**src/common/rcf_pkg.sv**
```systemverilog
// Constants, register layouts and helpers for the receive clock and frame sync generator.
// Assumes a 32-bit AHB-Lite fabric and word-aligned register accesses only.
package rcf_pkg;

   // Register byte offsets
   localparam logic [31:0] RCF_FS_CTRL_OFF = 32'h0000006c;
   localparam logic [31:0] RCF_CLK_CTRL_OFF = 32'h00000070;
   localparam logic [31:0] RCF_FMT_CTRL_OFF = 32'h0000007c;
   localparam logic [31:0] RCF_STATUS_OFF = 32'h00000080;

   // Writable bits; everything else reads zero and ignores writes
   localparam logic [31:0] RCF_FS_CTRL_MASK = 32'h0000ff93;
   localparam logic [31:0] RCF_CLK_CTRL_MASK = 32'h000000bf;
   localparam logic [31:0] RCF_FMT_CTRL_MASK = 32'h000000f0;

   localparam logic [31:0] RCF_FS_CTRL_RST = 32'h00000000;
   localparam logic [31:0] RCF_CLK_CTRL_RST = 32'h00000000;
   localparam logic [31:0] RCF_FMT_CTRL_RST = 32'h000000f0;

   // Frame slot mode codes
   localparam logic [8:0] RCF_MODE_BURST = 9'h000;
   localparam logic [8:0] RCF_MODE_TDM_MIN = 9'h002;
   localparam logic [8:0] RCF_MODE_TDM_MAX = 9'h020;
   localparam logic [8:0] RCF_MODE_384 = 9'h180;
   localparam logic [8:0] RCF_SLOTS_BURST = 9'h001;

   // Slot length codes
   localparam logic [3:0] RCF_SLOT_CODE_MIN = 4'h3;
   localparam logic [5:0] RCF_SLOT_BITS_RSVD = 6'h20;
   localparam logic [5:0] RCF_SLOT_BITS_BASE = 6'h02;

   localparam logic [4:0] RCF_DIV_BYPASS = 5'h00;
   localparam int RCF_HTRANS_ACTIVE_BIT = 1;
   localparam logic RCF_HRESP_OKAY = 1'b0;

   typedef struct packed {
      logic [15:0] rsvd_hi;
      logic [8:0] rx_frame_slot_mode;
      logic [1:0] rsvd_b;
      logic rx_fs_width_select;
      logic [1:0] rsvd_a;
      logic rx_fs_source_select;
      logic rx_fs_polarity;
   } rcf_fs_ctrl_type;

   typedef struct packed {
      logic [23:0] rsvd_hi;
      logic rx_sample_edge_select;
      logic rsvd_a;
      logic rx_bitclk_source_select;
      logic [4:0] rx_bitclk_divide_ratio;
   } rcf_clk_ctrl_type;

   typedef struct packed {
      logic [23:0] rsvd_hi;
      logic [3:0] rx_slot_length;
      logic [3:0] rsvd_lo;
   } rcf_fmt_ctrl_type;

   typedef struct packed {
      logic [20:0] rsvd_hi;
      logic mode_reserved;
      logic slot_reserved;
      logic [8:0] slot_index;
   } rcf_status_type;

   typedef struct packed {
      logic hsel;
      logic [31:0] haddr;
      logic [1:0] htrans;
      logic hwrite;
      logic [2:0] hsize;
      logic [31:0] hwdata;
      logic hready;
   } rcf_ahb_req_type;

   typedef struct packed {
      logic rx_bit_clock_pin;
      logic rx_frame_sync_pin;
      logic serial_data_pin;
      logic rx_high_freq_clock;
   } rcf_pin_in_type;

   typedef struct packed {
      logic rx_bit_clock_pin;
      logic bit_clock_oe_n;
      logic rx_frame_sync_pin;
      logic frame_sync_oe_n;
   } rcf_pin_out_type;

   function automatic logic [5:0] rcf_slot_bits(input logic [3:0] code);
      if (code < RCF_SLOT_CODE_MIN || !code[0]) begin
         return RCF_SLOT_BITS_RSVD;
      end
      return {1'b0, code, 1'b0} + RCF_SLOT_BITS_BASE;
   endfunction : rcf_slot_bits

   function automatic logic rcf_mode_reserved(input logic [8:0] m);
      return !((m == RCF_MODE_BURST) || (m == RCF_MODE_384) ||
               (m >= RCF_MODE_TDM_MIN && m <= RCF_MODE_TDM_MAX));
   endfunction : rcf_mode_reserved

endpackage : rcf_pkg

```
**src/verilog/rcf_rx_clock_frame_sync_gen.sv**
```systemverilog
// Receive bit clock and frame sync generator with its AHB-Lite register slave.
// Assumes every pin input is synchronous to core_clk and the high-frequency clock
// is slow enough to be sampled as a level by core_clk.
// What this block does
// - A frame mode of zero selects burst operation with one slot per frame; one is reserved.
// - Frame modes two through thirty-two give frames of that many slots; higher ones up to 17Fh are reserved.
// - Frame mode 180h gives 384-slot frames and every code above it is reserved.
// - The width select makes the active frame sync last one bit when clear and one slot when set.
// - The source select takes the frame sync from the pin when clear and generates it when set.
// - With polarity clear a rising frame sync edge starts a frame, with it set a falling edge does.
// - With the sample edge select clear data are sampled on the falling bit clock edge, else on the rising.
// - The bit clock source takes the clock from the pin when clear and from the divider when set.
// - The divide field sets the high-frequency to bit clock ratio as the field value plus one.
// - Reserved bits of the control registers read as zero and ignore writes.
// - The slot length code gives 8 bits at 3h rising by four bits per odd code to 32 at Fh.
// - With an internal bit clock at divide-by-1 the high-frequency clock passes straight to the pin.
`timescale 1ns/100ps
module rcf_rx_clock_frame_sync_gen (
   input wire logic core_clk,
   input wire logic nrst,
   input wire rcf_pkg::rcf_ahb_req_type ahb_req,
   output logic hreadyout,
   output logic [31:0] hrdata,
   output logic hresp,
   input wire rcf_pkg::rcf_pin_in_type pin_in,
   output rcf_pkg::rcf_pin_out_type pin_out,
   output logic frame_start,
   output logic rx_bit,
   output logic rx_bit_valid
);
   import rcf_pkg::*;

   logic rst_meta_q;
   logic rst_n_q;

   // Reset release only; assertion stays asynchronous
   always_ff @(posedge core_clk or negedge nrst) begin
      if (!nrst) begin
         rst_meta_q <= 1'b0;
         rst_n_q <= 1'b0;
      end else begin
         rst_meta_q <= 1'b1;
         rst_n_q <= rst_meta_q;
      end
   end

   // Bus slave
   logic wr_pend_q;
   logic [31:0] wr_addr_q;
   logic [31:0] hrdata_q;
   rcf_fs_ctrl_type fs_q;
   rcf_fs_ctrl_type fs_d;
   rcf_clk_ctrl_type clk_q;
   rcf_clk_ctrl_type clk_d;
   rcf_fmt_ctrl_type fmt_q;
   rcf_fmt_ctrl_type fmt_d;
   rcf_status_type status_d;
   logic [8:0] gen_slot_q;
   logic [5:0] gen_bit_q;

   wire addr_phase = ahb_req.hsel && ahb_req.htrans[RCF_HTRANS_ACTIVE_BIT] && ahb_req.hready;
   wire wr_fs = wr_pend_q && (wr_addr_q == RCF_FS_CTRL_OFF);
   wire wr_clk = wr_pend_q && (wr_addr_q == RCF_CLK_CTRL_OFF);
   wire wr_fmt = wr_pend_q && (wr_addr_q == RCF_FMT_CTRL_OFF);

   // Reserved bits are masked on the way in, so they always read zero
   assign fs_d = wr_fs ? rcf_fs_ctrl_type'(ahb_req.hwdata & RCF_FS_CTRL_MASK) : fs_q;
   assign clk_d = wr_clk ? rcf_clk_ctrl_type'(ahb_req.hwdata & RCF_CLK_CTRL_MASK) : clk_q;
   assign fmt_d = wr_fmt ? rcf_fmt_ctrl_type'(ahb_req.hwdata & RCF_FMT_CTRL_MASK) : fmt_q;

   wire mode_rsvd = rcf_mode_reserved(fs_q.rx_frame_slot_mode);
   wire slot_rsvd = (fmt_q.rx_slot_length < RCF_SLOT_CODE_MIN) || !fmt_q.rx_slot_length[0];
   assign status_d = '{rsvd_hi: '0, mode_reserved: mode_rsvd, slot_reserved: slot_rsvd,
                       slot_index: gen_slot_q};

   // Read mux looks at next values so a write followed by a read of the same word is fresh
   wire [31:0] rd_mux =
      (ahb_req.haddr == RCF_FS_CTRL_OFF) ? 32'(fs_d) :
      (ahb_req.haddr == RCF_CLK_CTRL_OFF) ? 32'(clk_d) :
      (ahb_req.haddr == RCF_FMT_CTRL_OFF) ? 32'(fmt_d) :
      (ahb_req.haddr == RCF_STATUS_OFF) ? 32'(status_d) : 32'h00000000;

   always_ff @(posedge core_clk or negedge rst_n_q) begin
      if (!rst_n_q) begin
         wr_pend_q <= 1'b0;
         wr_addr_q <= 32'h00000000;
         hrdata_q <= 32'h00000000;
         fs_q <= rcf_fs_ctrl_type'(RCF_FS_CTRL_RST);
         clk_q <= rcf_clk_ctrl_type'(RCF_CLK_CTRL_RST);
         fmt_q <= rcf_fmt_ctrl_type'(RCF_FMT_CTRL_RST);
      end else begin
         wr_pend_q <= addr_phase && ahb_req.hwrite;
         wr_addr_q <= ahb_req.haddr;
         if (addr_phase && !ahb_req.hwrite) begin
            hrdata_q <= rd_mux;
         end
         fs_q <= fs_d;
         clk_q <= clk_d;
         fmt_q <= fmt_d;
      end
   end

   // Zero wait states, always OKAY
   assign hreadyout = rst_n_q;
   assign hresp = RCF_HRESP_OKAY;
   assign hrdata = hrdata_q;

   // Bit clock divider, counts high-frequency rising edges
   logic hf_prev_q;
   logic [4:0] div_cnt_q;
   logic [4:0] div_cnt_d;
   logic bclk_out_q;
   logic bclk_prev_q;

   wire [4:0] div = clk_q.rx_bitclk_divide_ratio;
   wire hf_rise = pin_in.rx_high_freq_clock && !hf_prev_q;
   wire [5:0] div_half = ({1'b0, div} + 6'h02) >> 1;
   assign div_cnt_d = !hf_rise ? div_cnt_q :
                      (div_cnt_q >= div) ? 5'h00 : div_cnt_q + 5'h01;
   // Bypass copies the high-frequency level straight out
   wire bclk_gen = (div == RCF_DIV_BYPASS) ? pin_in.rx_high_freq_clock :
                   ({1'b0, div_cnt_d} < div_half);
   wire bclk_lvl = clk_q.rx_bitclk_source_select ? bclk_out_q : pin_in.rx_bit_clock_pin;
   wire bclk_rise = bclk_lvl && !bclk_prev_q;
   wire bclk_fall = !bclk_lvl && bclk_prev_q;
   wire sample_edge = clk_q.rx_sample_edge_select ? bclk_rise : bclk_fall;
   wire launch_edge = clk_q.rx_sample_edge_select ? bclk_fall : bclk_rise;

   // Frame sync generator, advances on the launch edge so the far end samples it cleanly
   logic [8:0] gen_slot_d;
   logic [5:0] gen_bit_d;
   wire [5:0] slot_last = rcf_slot_bits(fmt_q.rx_slot_length) - 6'h01;
   wire [8:0] slot_mode = fs_q.rx_frame_slot_mode;
   wire [8:0] frame_slots = (slot_mode == RCF_MODE_BURST) ? RCF_SLOTS_BURST : slot_mode;
   wire bit_wrap = (gen_bit_q >= slot_last);
   wire slot_wrap = (gen_slot_q >= frame_slots - 9'h001);

   // A reserved mode parks the generator with the frame sync inactive
   assign gen_bit_d = mode_rsvd ? 6'h00 : !launch_edge ? gen_bit_q :
                      bit_wrap ? 6'h00 : gen_bit_q + 6'h01;
   assign gen_slot_d = mode_rsvd ? 9'h000 : !(launch_edge && bit_wrap) ? gen_slot_q :
                       slot_wrap ? 9'h000 : gen_slot_q + 9'h001;
   wire fs_active_d = !mode_rsvd && (gen_slot_d == 9'h000) &&
                      (fs_q.rx_fs_width_select || (gen_bit_d == 6'h00));
   wire fs_gen_lvl = fs_active_d ^ fs_q.rx_fs_polarity;

   // Frame start detection on the sampling edge
   logic fs_prev_q;
   logic frame_start_q;
   logic rx_bit_q;
   logic rx_bit_valid_q;
   rcf_pin_out_type pin_out_q;
   wire fs_lvl = fs_q.rx_fs_source_select ? pin_out_q.rx_frame_sync_pin :
                 pin_in.rx_frame_sync_pin;
   wire fs_act = fs_lvl ^ fs_q.rx_fs_polarity;
   wire fs_prev_act = fs_prev_q ^ fs_q.rx_fs_polarity;
   wire fs_start = sample_edge && fs_act && !fs_prev_act;

   always_ff @(posedge core_clk or negedge rst_n_q) begin
      if (!rst_n_q) begin
         hf_prev_q <= 1'b0;
         div_cnt_q <= 5'h00;
         bclk_out_q <= 1'b0;
         bclk_prev_q <= 1'b0;
         gen_bit_q <= 6'h00;
         gen_slot_q <= 9'h000;
         fs_prev_q <= 1'b0;
         frame_start_q <= 1'b0;
         rx_bit_q <= 1'b0;
         rx_bit_valid_q <= 1'b0;
         pin_out_q <= '{rx_bit_clock_pin: 1'b0, bit_clock_oe_n: 1'b1,
                        rx_frame_sync_pin: 1'b0, frame_sync_oe_n: 1'b1};
      end else begin
         hf_prev_q <= pin_in.rx_high_freq_clock;
         div_cnt_q <= div_cnt_d;
         bclk_out_q <= bclk_gen;
         bclk_prev_q <= bclk_lvl;
         gen_bit_q <= gen_bit_d;
         gen_slot_q <= gen_slot_d;
         if (sample_edge) begin
            fs_prev_q <= fs_lvl;
         end
         frame_start_q <= fs_start;
         rx_bit_valid_q <= sample_edge;
         if (sample_edge) begin
            rx_bit_q <= pin_in.serial_data_pin;
         end
         pin_out_q.rx_bit_clock_pin <= bclk_gen;
         pin_out_q.bit_clock_oe_n <= !clk_q.rx_bitclk_source_select;
         pin_out_q.rx_frame_sync_pin <= fs_gen_lvl;
         pin_out_q.frame_sync_oe_n <= !fs_q.rx_fs_source_select;
      end
   end

   assign pin_out = pin_out_q;
   assign frame_start = frame_start_q;
   assign rx_bit = rx_bit_q;
   assign rx_bit_valid = rx_bit_valid_q;

   a_reserved_reads_zero: assert property (@(posedge core_clk) disable iff (!rst_n_q)
      ((32'(fs_q) & ~RCF_FS_CTRL_MASK) == 32'h00000000) &&
      ((32'(clk_q) & ~RCF_CLK_CTRL_MASK) == 32'h00000000))
      else $error("reserved control bits not zero");

   a_pin_drive_enable: assert property (@(posedge core_clk) disable iff (!rst_n_q)
      ##1 (pin_out_q.bit_clock_oe_n == !$past(clk_q.rx_bitclk_source_select)) &&
      (pin_out_q.frame_sync_oe_n == !$past(fs_q.rx_fs_source_select)))
      else $error("pin drive enable does not follow source select");

   a_hf_pass_through: assert property (@(posedge core_clk) disable iff (!rst_n_q)
      (clk_q.rx_bitclk_divide_ratio == RCF_DIV_BYPASS) |=>
      (pin_out_q.rx_bit_clock_pin == $past(pin_in.rx_high_freq_clock)))
      else $error("divide-by-1 does not pass the high-frequency clock");

   a_divider_wrap: assert property (@(posedge core_clk) disable iff (!rst_n_q)
      (hf_rise && (div_cnt_q == div) && !wr_clk) |=> (div_cnt_q == 5'h00))
      else $error("divider does not wrap at its ratio");

   a_sample_on_edge: assert property (@(posedge core_clk) disable iff (!rst_n_q)
      rx_bit_valid_q |-> $past(clk_q.rx_sample_edge_select ? bclk_rise : bclk_fall))
      else $error("sample taken on the wrong bit clock edge");

   a_frame_start_edge: assert property (@(posedge core_clk) disable iff (!rst_n_q)
      frame_start_q |-> $past(sample_edge) && $past(fs_act) && !$past(fs_prev_act))
      else $error("frame start without a start edge");

   a_fs_single_bit: assert property (@(posedge core_clk) disable iff (!rst_n_q)
      (!fs_q.rx_fs_width_select && (gen_bit_d != 6'h00)) |=>
      (pin_out_q.rx_frame_sync_pin == $past(fs_q.rx_fs_polarity)))
      else $error("single-bit frame sync active past the first bit");

   // A mid-frame change to burst mode lets the current slot run out before slot zero
   a_burst_one_slot: assert property (@(posedge core_clk) disable iff (!rst_n_q)
      (slot_mode == RCF_MODE_BURST) && ((gen_slot_q == 9'h000) || (launch_edge && bit_wrap))
      |=> (gen_slot_q == 9'h000))
      else $error("burst mode left slot zero");

   a_tdm_frame_wrap: assert property (@(posedge core_clk) disable iff (!rst_n_q)
      (launch_edge && bit_wrap && (gen_slot_q == frame_slots - 9'h001) && !mode_rsvd)
      |=> (gen_slot_q == 9'h000))
      else $error("frame did not wrap after its last slot");

   a_slot_length_wrap: assert property (@(posedge core_clk) disable iff (!rst_n_q)
      (launch_edge && (gen_bit_q == slot_last)) |=> (gen_bit_q == 6'h00))
      else $error("slot did not wrap at its length");

   // Writes land at the edge that closes the data phase, masked on the way in
   a_fs_write_lands: assert property (@(posedge core_clk) disable iff (!rst_n_q)
      wr_fs |=> (32'(fs_q) == ($past(ahb_req.hwdata) & RCF_FS_CTRL_MASK)))
      else $error("frame sync control write not stored");

   a_clk_write_lands: assert property (@(posedge core_clk) disable iff (!rst_n_q)
      wr_clk |=> (32'(clk_q) == ($past(ahb_req.hwdata) & RCF_CLK_CTRL_MASK)))
      else $error("bit clock control write not stored");

   a_unmapped_reads_zero: assert property (@(posedge core_clk) disable iff (!rst_n_q)
      (addr_phase && !ahb_req.hwrite && (ahb_req.haddr != RCF_FS_CTRL_OFF) &&
       (ahb_req.haddr != RCF_CLK_CTRL_OFF) && (ahb_req.haddr != RCF_FMT_CTRL_OFF) &&
       (ahb_req.haddr != RCF_STATUS_OFF)) |=> (hrdata_q == 32'h00000000))
      else $error("unmapped read not zero");

   // A reserved mode must never leave a stray frame sync on the pin
   a_reserved_mode_park: assert property (@(posedge core_clk) disable iff (!rst_n_q)
      mode_rsvd |=> (gen_bit_q == 6'h00) && (gen_slot_q == 9'h000) &&
      (pin_out_q.rx_frame_sync_pin == $past(fs_q.rx_fs_polarity)))
      else $error("reserved frame mode did not park the generator");

   a_fs_word_width: assert property (@(posedge core_clk) disable iff (!rst_n_q)
      (fs_q.rx_fs_width_select && !mode_rsvd && (gen_slot_d == 9'h000)) |=>
      (pin_out_q.rx_frame_sync_pin != $past(fs_q.rx_fs_polarity)))
      else $error("word-wide frame sync not active through slot zero");

   a_fs_pin_sampled: assert property (@(posedge core_clk) disable iff (!rst_n_q)
      (!fs_q.rx_fs_source_select && sample_edge) |=> (fs_prev_q == $past(pin_in.rx_frame_sync_pin)))
      else $error("external frame sync not taken from the pin");

   // Start detection keys on sampled levels, so a pulse between edges is lost
   a_frame_start_seen: assert property (@(posedge core_clk) disable iff (!rst_n_q)
      (sample_edge && fs_act && !fs_prev_act) |=> frame_start_q)
      else $error("frame start edge missed");

   a_data_capture: assert property (@(posedge core_clk) disable iff (!rst_n_q)
      sample_edge |=> rx_bit_valid_q && (rx_bit_q == $past(pin_in.serial_data_pin)))
      else $error("data bit not taken on the sampling edge");

   // Between sampling edges the bit stands, so a launch-edge glitch is never seen
   a_bit_holds: assert property (@(posedge core_clk) disable iff (!rst_n_q)
      !sample_edge |=> !rx_bit_valid_q && $stable(rx_bit_q))
      else $error("data bit changed off the sampling edge");

   // No synchroniser on the pin path: pins are taken as synchronous to core_clk
   a_bclk_from_pin: assert property (@(posedge core_clk) disable iff (!rst_n_q)
      !clk_q.rx_bitclk_source_select |=> (bclk_prev_q == $past(pin_in.rx_bit_clock_pin)))
      else $error("external bit clock not taken from the pin");

   a_bclk_from_divider: assert property (@(posedge core_clk) disable iff (!rst_n_q)
      clk_q.rx_bitclk_source_select |=> (bclk_prev_q == $past(bclk_out_q)))
      else $error("internal bit clock not taken from the divider");

endmodule : rcf_rx_clock_frame_sync_gen

```
**config.mk**
```make
export PLATFORM = sky130hd
export DESIGN_NAME = rcf_rx_clock_frame_sync_gen
export DESIGN_NICKNAME = d
export VERILOG_FILES = /design/src/common/rcf_pkg.sv /design/src/verilog/rcf_rx_clock_frame_sync_gen.sv
export SDC_FILE = /design/constraint.sdc
export NUM_CORES = 1
export LEC_CHECK = 0
export BUFFER_PORTS_ARGS = -buffer_cell sky130_fd_sc_hd__buf_4
export CAP_MARGIN = 25
export CORE_MARGIN = 2
export CORE_UTILIZATION = 40
export DETAILED_ROUTE_END_ITERATION = 7
export PLACE_DENSITY = 0.67
export SLEW_MARGIN = 20
export SYNTH_ARGS = -nofsm -noshare
export SYNTH_HDL_FRONTEND = slang
export SYNTH_SLANG_ARGS = --single-unit
```
**constraint.sdc**
```tcl
create_clock -name core_clk -period 6.15 [get_ports core_clk]
set_input_delay 1.23 -clock core_clk [delete_from_list [all_inputs] [get_ports core_clk]]
set_output_delay 1.23 -clock core_clk [all_outputs]
set_load 0.02 [all_outputs]
```
==> results of run 1 <==
-- final cells by class --
class | instances | area share [%]
timing repair buffer | 106 | 7.878
multi-input combinational | 534 | 34.18
clock inverter | 15 | 1.697
tap | 275 | 3.406
sequential | 193 | 47.93
clock buffer | 17 | 4.212
inverter | 19 | 0.7061
-- flip-flops by register name (all words and copies together), names as in the netlist, 3 cells and up --
name,count
fmt_q,32
hrdata,32
wr_addr_q,32
clk_q,27
fs_q,23
gen_slot_q,9
slot_mode,9
gen_bit_q,6
div,5
div_cnt_q,5
pin_out,3
-- cells by family (layout without fill, tap and decap cells) --
kind of cell / Yosys count / count (layout) / share of synthesized area [%]
buffers and inverters: 53 / 157 / 2.480
AND/OR/NAND/NOR: 332 / 332 / 19.46
multiplexers: 31 / 31 / 4.208
flip-flops: 193 / 193 / 57.08
adder cells (fa/ha/maj): 30 / 30 / 4.429
AO/OA/AOI/OAI: 114 / 114 / 9.774
other: 2 / 3 / 0.08862
XOR/XNOR: 24 / 24 / 2.481
-- worst max path at each step --
stage | startpoint | end | cells after the start
floorplan | hreadyout | bclk_out_q | 0
global placement | slot_mode[4] | pin_out[1] | 16
detailed placement | slot_mode[4] | pin_out[1] | 16
CTS | slot_mode[4] | pin_out[1] | 16
global route | fmt_q[5] | pin_out[1] | 14
finish | fmt_q[5] | pin_out[1] | 14
-- cells in the final DEF, fill, tap and decap left out, types with 6 or more instances in the layout --
| master | Yosys | final |
|---|---|---|
| a21oi_1 | 16 | 16 |
| o21ai_0 | 15 | 15 |
| nor2b_1 | 76 | 76 |
| a21o_1 | 17 | 17 |
| a31oi_1 | 9 | 9 |
| nor4_1 | 16 | 15 |
| nand2_1 | 113 | 113 |
| xnor2_1 | 15 | 15 |
| ha_1 | 30 | 30 |
| dfrtp_1 | 187 | 186 |
| mux2_2 | 24 | 24 |
| nor3_1 | 11 | 10 |
| clkbuf_16 | 0 | 17 |
| nand2b_1 | 6 | 6 |
| dfstp_2 | 6 | 6 |
| xor2_1 | 9 | 9 |
| nor2_1 | 57 | 56 |
| buf_4 | 2 | 106 |
| nand3_1 | 19 | 19 |
| inv_1 | 19 | 19 |
| a221oi_1 | 7 | 7 |
| a41oi_1 | 16 | 16 |
-- power by group through the flow --
| stage | clock [W] | sequential [W] | combinational, W |
|---|---|---|---|
| floorplan | 0 | 0.00148 | 0.000233 |
| CTS | 0.00113 | 0.00144 | 0.000407 |
| global route | 0.00118 | 0.00145 | 0.000459 |
| finish | 0.00110 | 0.00144 | 0.000401 |
| detailed placement | 0 | 0.00146 | 0.000404 |
| global placement | 0 | 0.00146 | 0.000396 |
-- per-stage QoR --
stage	utilization (%)	setup slack [ns]	area (um^2)
after floorplan	-	0.2193	8478
after global placement	45.50	2.095	9504
after detailed placement	45.50	2.063	9504
after CTS	48.36	2.001	10100
after global routing	48.36	1.658	10100
final	48.36	1.989	10100
-- metal layers --
| metal | routed length [um] | GRT usage, % |
|---|---|---|
| met1 | 8461 | 23.72 |
| met2 | 9214 | 30.34 |
| met3 | 598 | 2.927 |
| met4 | 251 | 5.762 |
| met5 | 0 | 0 |
==> key figures, run 1 <==
Outcome
  – Status: finished clean

Clock network
  – CTS tree: yes
  – Total CTS buffers: 17
  – Cts repair resizes: 0
  – CTS max path bufs: 2
  – CTS Root Buffer Type: clkbuf_16
  – Cts hold-fix bufs: 0
  – Htree depth: 4
  – Latest clock arrival within the worst-skew pair: 0.43 ns
  – Clock sink count: slightly below 200
  – Worst-path clk slew: 0.07 ns
  – Post-CTS Repair Setup Buffers: 0

Logic synthesis
  – Top-count cell post-synth: dfrtp_1
  – Synthesized area: 0.008474 mm^2
  – Synth Area per Inst: 10.88 um^2
  – Synth top cells by count: dfrtp_1 (187), nand2_1 (113), nor2b_1 (76)
  – Synth unique cells: just over 60
  – Post-Syn Instances: 779
  – Share of the synthesized area in the top cell type: between 50% and 60%
  – Yosys warnings: 0
  – Yosys top cell by area: dfrtp_1
  – Post-synth ARST share: 100.0%
  – Ys flop type: dfrtp_1
  – EDFF count, synth: 0
  – Seq/Total Area, Yosys: 57.08%
  – Top cells by area, synth: dfrtp_1 (55%), nor2b_1 (5.6%), nand2_1 (5.0%)
  – #FFs+latches synth: 193

Timing
  – Period minus WS final: 4.161 ns
  – Setup_tns: 0 ns
  – Final Hold Fails: 0
  – RSZ-0062 raised after global routing: false
  – Worst Max-Slew Pin Slew: about 0.9 ns
  – Slew margin rel.: 38.58%
  – Achievable frequency: 240.3 MHz
  – Period utilisation layout: 67.66%
  – Max-slew violation count: 0
  – Hold slack: 0.3556 ns
  – Clock Skew: 0.01087 ns
  – Final setup violation count: 0

Global route
  – First-pass GRT wire length: 31.23 mm
  – Final global-route overflow total: 0
  – GRT Overall Usage: 17.96%
  – Vias in the first global route: 6040
  – Initial antenna violation count: 0
  – Pin count of the biggest net entering global routing: 75

Flow run
  – Maxcap violations: 0

Power
  – Pleak: 4.805 nW
  – Clock network power share: 37.5%
  – PD cells: around 290 mW/mm^2
  – Sequential Power Share: 48.9%
  – Sw Share: 27.96%
  – Power share of the combinational group: 13.7%
  – Tot Pwr: 0.002939 W
  – Switching power: 0.0008218 W
  – Internal power: approximately 0.0021 W
  – Worst vdd ir: 0.1840 mV

Finish
  – Nets: 979
  – Area Growth Syn to Fin: 19.19%
  – Final Non-Filler Cells: ~1200
  – Footprint of the multi-input gates: 0.003452 mm^2
  – Fillers: about 1900
  – Layout cells sized above 1: between 20 and 25%
  – ANT cells: 0
  – Reg area: 0.004841 mm^2

Place
  – Cell Count Post-Placement: 1127
  – Port Buffers: 97
  – Routability cong.: 0.8124
  – Hpwl dp: ~13 mm

Floorplanning
  – IO Pins: 119
  – # rows: 53
  – Die W: about 150 um
  – Overall die area: 0.02237 mm^2
  – Core Box Area: 0.02089 mm^2
  – Die extent in y: between 100 and 150 um
  – Initial core utilization: 40.57%

Worst hold path
  – HP Class: flip-flop to flip-flop
  – Worst Hold Endpoint: hreadyout
  – Hold_sp: rst_meta_q
  – Hold Path Stages: 0

Setup path
  – Critical path type: flip-flop to flip-flop
  – Max stage delay cell, worst path: o21bai_1
  – Reg2Reg Setup Slack: 1.99 ns
  – Largest fanout on the critical path: 10
  – Worst R2R Start: fmt_q[5]
  – FF-to-FF End: pin_out[1]
  – Crit path buf inv count: 0
  – Required time at the worst-slack endpoint: 6.47 ns
  – Critical Path, Cell by Cell: ha_1, o31a_1, nand2_1, ha_1, o21ai_0, a31oi_1, ha_1, nand2_1, a21oi_1, o21ai_1, o21bai_1, nor2_1, nand4b_1, xnor2_1
  – Worst path top cell family by delay: compound AO/OA/AOI/OAI gates
  – Crit end category: flip-flop
  – CP arrival: between 4 and 5 ns
  – CP dominant cell by count: ha_1
  – R2R depth: 14
  – CP max stage delay: 0.67 ns
  – Critical Path Start Type: flip-flop

Route
  – Avg Vias per Cell: 5.066
  – WL final: 18.53 mm
  – Post-route ant nets: 0
  – DR DRC count: 0
  – Pre-antenna DRT Iters: 4
  – Via count: 5872
  – Initial DRC Count: 304
  – Wirelength per Cell: 15.98 um
Power figures use the tool's default switching activity.
==> inputs of run 2 (changes only) <==
ABC_AREA = 1   (was not set)
clock period = 3.7 ns   (was 6.15 ns; I/O delays follow)
==> run 2 against run 1 <==
Net effect:
- core utilization shrank 0.86 points
- clock power rose by 69%
- critical path depth grew 8
- sequential power is 56% higher
- die area is 6.8% higher
- synthesized area rose by 7.0%
- register-to-register slack lost 1.7 ns
- non-clock buffer count decreased by 1
- total power is 53% higher
- critical path type unchanged
- largest power group unchanged
==> key figures, run 2 <==
Outcome
  – Status: finished clean

Place
  – Routability cong.: 0.8363 (+2.9%)
  – Hpwl dp: 13.66 mm (+8.7%)
  – Port Buffers: 97 (unchanged)

Clock network
  – Total CTS buffers: 17 (unchanged)
  – CTS tree: yes
  – CTS Root Buffer Type: clkbuf_16
  – Worst-path clk slew: 0.07 ns (about the same)
  – Cts hold-fix bufs: 0 (unchanged)
  – Cts repair resizes: 0 (unchanged)
  – Clock sink count: 193 (unchanged)
  – Htree depth: 4 (unchanged)
  – Post-CTS Repair Setup Buffers: 0 (unchanged)
  – Latest clock arrival within the worst-skew pair: 0.43 ns (about the same)
  – CTS max path bufs: 2 (unchanged)

Setup path
  – Required time at the worst-slack endpoint: 4.03 ns (-2.44 ns)
  – Critical Path, Cell by Cell: ha_1, nor2_1, a21oi_1, nand2_1, ha_1, nand3_1, xor2_1, ha_1, nand2_1, inv_1, nand2_1, nand3_2, nand2_8, inv_4, nand3b_1, nand2_1, nand2_1, nand2_1, nor2_1, nand2_1, o21ai_1, nand2_1
  – Critical path type: flip-flop to flip-flop
  – CP dominant cell by count: nand2_1
  – Worst path top cell family by delay: simple AND/OR/NAND/NOR gates
  – Crit path buf inv count: 2 (+2)
  – Critical Path Start Type: flip-flop
  – Max stage delay cell, worst path: dfstp_2
  – Largest fanout on the critical path: 10 (unchanged)
  – CP max stage delay: 0.56 ns (-0.11 ns)
  – CP arrival: 3.69 ns (-0.79 ns)
  – Crit end category: flip-flop

Route
  – Initial DRC Count: 444 (+46%)
  – Pre-antenna DRT Iters: 5 (+1)
  – DR DRC count: 0 (unchanged)
  – Via count: 6901 (+18%)
  – Avg Vias per Cell: 4.704 (-7.2%)
  – Post-route ant nets: 0 (unchanged)
  – WL final: 19.90 mm (+7.4%)
  – Wirelength per Cell: 13.57 um (-15%)

Timing
  – Final setup violation count: 0 (unchanged)
  – Setup_tns: 0 ns (unchanged)
  – Period utilisation layout: 90.88% (+23 points)
  – RSZ-0062 raised after global routing: false
  – Clock Skew: 0.008413 ns (-0.002456 ns)
  – Final Hold Fails: 0 (unchanged)
  – Worst Max-Slew Pin Slew: 0.8827 ns (-0.03764 ns)
  – Achievable frequency: 297.4 MHz (+24%)
  – Slew margin rel.: 40.94% (+2.4 points)
  – Max-slew violation count: 0 (unchanged)
  – Period minus WS final: 3.363 ns (-0.7984 ns)

Finish
  – Commonest non-fill, non-tap cells in the layout: nand2_1 (291), dfrtp_1 (186), inv_1 (156)
  – Fillers: 2177 (+16%)
  – Area Growth Syn to Fin: 17.54%
  – Commonest non-fill, non-tap cell in the layout: nand2_1
  – Nets: 1276 (+30%)
  – Layout cells sized above 1: 16.60% (-3.7 points)

Floorplanning
  – Initial core utilization: 40.41% (-0.16 points)
  – Overall die area: 0.02388 mm^2 (+6.8%)
  – Core Box Area: 0.02243 mm^2 (+7.4%)
  – # rows: 55 (+3.8%)
  – IO Pins: 119 (unchanged)
  – Die extent in y: 154.5 um (+3.3%)
  – Die W: 154.5 um (+3.3%)

Power
  – Tot Pwr: 0.004507 W (+53%)
  – Pleak: 5.758 nW (+20%)
  – Worst vdd ir: 0.2803 mV (+52%)
  – PD cells: 423.0 mW/mm^2 (+45%)

Logic synthesis
  – EDFF count, synth: 0 (unchanged)
  – Synth unique cells: 49 (-20%)
  – Synthesized area: 0.009065 mm^2 (+7.0%)
  – Synth top cells by count: nand2_1 (291), dfrtp_1 (187), inv_1 (156)
  – Top-count cell post-synth: nand2_1
  – Seq/Total Area, Yosys: 53.36% (-3.7 points)
  – Multiplexer share of the synthesized area: 0% (-4.2 points)
  – Ys flop type: dfrtp_1
  – Yosys warnings: 0 (unchanged)
  – Synth Area per Inst: 8.456 um^2 (-22%)
  – Top cells by area, synth: dfrtp_1 (52%), nand2_1 (12%), inv_1 (6.5%)
  – Post-Synth Simple-Gate Area: 25.58% (+6.1 points)
  – Synth Area in Adders: 4.141% (-0.29 points)
  – Yosys top cell by area: dfrtp_1
  – Post-synth ARST share: 100.0% (unchanged)
  – Post-synthesis compound-gate area fraction: 6.018% (-3.8 points)
  – #FFs+latches synth: 193 (unchanged)
  – Share of the synthesized area in the top cell type: 51.62% (-3.6 points)
  – Post-Synth XOR/XNOR Area: 1.739% (-0.74 points)
  – Largest family of logic cells by synthesized area: simple AND/OR/NAND/NOR gates
  – Post-Syn Instances: 1072 (+38%)

Worst hold path
  – HP Class: primary input to asynchronous set/reset pin

Global route
  – Initial antenna violation count: 1 (+1)
  – First-pass GRT wire length: 33.49 mm (+7.2%)
  – Final global-route overflow total: 0 (unchanged)
  – Vias in the first global route: 6791 (+12%)
  – Pin count of the biggest net entering global routing: 189 (+150%)
  – GRT Overall Usage: 17.65% (-0.31 points)

Flow run
  – Maxcap violations: 0 (unchanged)
==> run 2: cell count changes after synthesis, sizes merged, moves of 20 or more <==
cell	delta
a21oi	+30
clkbuf	-20
inv	+143
mux2	-24
nand2	+194
nand3	+32
nor2	+81
nor2b	-76
o21ai	+26
==> run 2: path summary, 6_finish.rpt <==
check / start / to / slack [ns] / depth (start not counted)
min in group core_clk: rst_meta_q / hreadyout / 0.35 / 0
max in group asynchronous: hreadyout / wr_addr_q[8] / 2.35 / 2
max: fmt_q[5] / pin_out[1] / 0.34 / 22
max reg2reg: fmt_q[5] / pin_out[1] / 0.34 / 22
min: nrst / hreadyout / 0.07 / 1
min reg2reg: hreadyout / gen_bit_q[1] / 0.13 / 0
==> run 2: worst reg2reg max path, cell delays in order, from the launching register on <==
cell and delay (ns):
dfstp_2 0.56, ha_1 0.17, nor2_1 0.06, a21oi_1 0.25, nand2_1 0.13, ha_1 0.24, nand3_1 0.10, xor2_1 0.15
ha_1 0.26, nand2_1 0.07, inv_1 0.04, nand2_1 0.13, nand3_2 0.22, nand2_8 0.18, inv_4 0.07, nand3b_1 0.08
nand2_1 0.05, nand2_1 0.07, nand2_1 0.06, nor2_1 0.10, nand2_1 0.07, o21ai_1 0.11, nand2_1 0.06
==> run 2: cell families (layout without fill, tap and decap cells) <==
group           count (synthesis)  in the layout
other cells                     2              4
flops                         193            193
fa+ha+maj                      30             30
simple gates                  538            538
buf+inv                       193            301
compound gates                 98             98
xor+xnor                       18             18
==> run 2: layout make-up <==
cell class                 count  area [um^2]  area share [%]
tap                          285        356.6           3.347
clock inverter                15        173.9           1.632
timing repair buffer         105        820.8           7.703
sequential                   193         4841           45.43
inverter                     164        624.3           5.860
antenna                        1        2.502         0.02349
multi-input combinational    687         3411           32.01
clock buffer                  17        425.4           3.992
==> run 2: per-stage QoR <==
step	worst slack, ns	util, %	cell area, um^2	instances	hold slack [ns]
3_5_place_dp	0.3263	44.69	10030	1433	0.1259
6_report	0.3375	47.50	10660	1467	0.07274
2_1_floorplan	0.3602	-	9070	1073	0.3311
5_1_grt	0.02601	47.48	10650	1466	0.05887
3_3_place_gp	0.4307	44.69	10030	1433	0.1242
4_1_cts	0.3202	47.36	10630	1465	0.06240
==> run 2: power by group <==
group / total, W / switching, W / internal, W
registers: 0.00224 / 0.0000575 / 0.00218
clock network: 0.00186 / 0.000893 / 0.000964
logic: 0.000409 / 0.000246 / 0.000163
total: 0.00451 / 0.00120 / 0.00331
==> run 2: per-layer routing <==
metal | global-route usage [%] | vias up | part of all wire (%)
li1 | - | 3509 | -
met1 | 23.67 | 3204 | 47
met2 | 28.95 | 159 | 47
met3 | 4.315 | 29 | 5.2
met4 | 4.453 | 0 | 1.1
met5 | 0 | - | 0
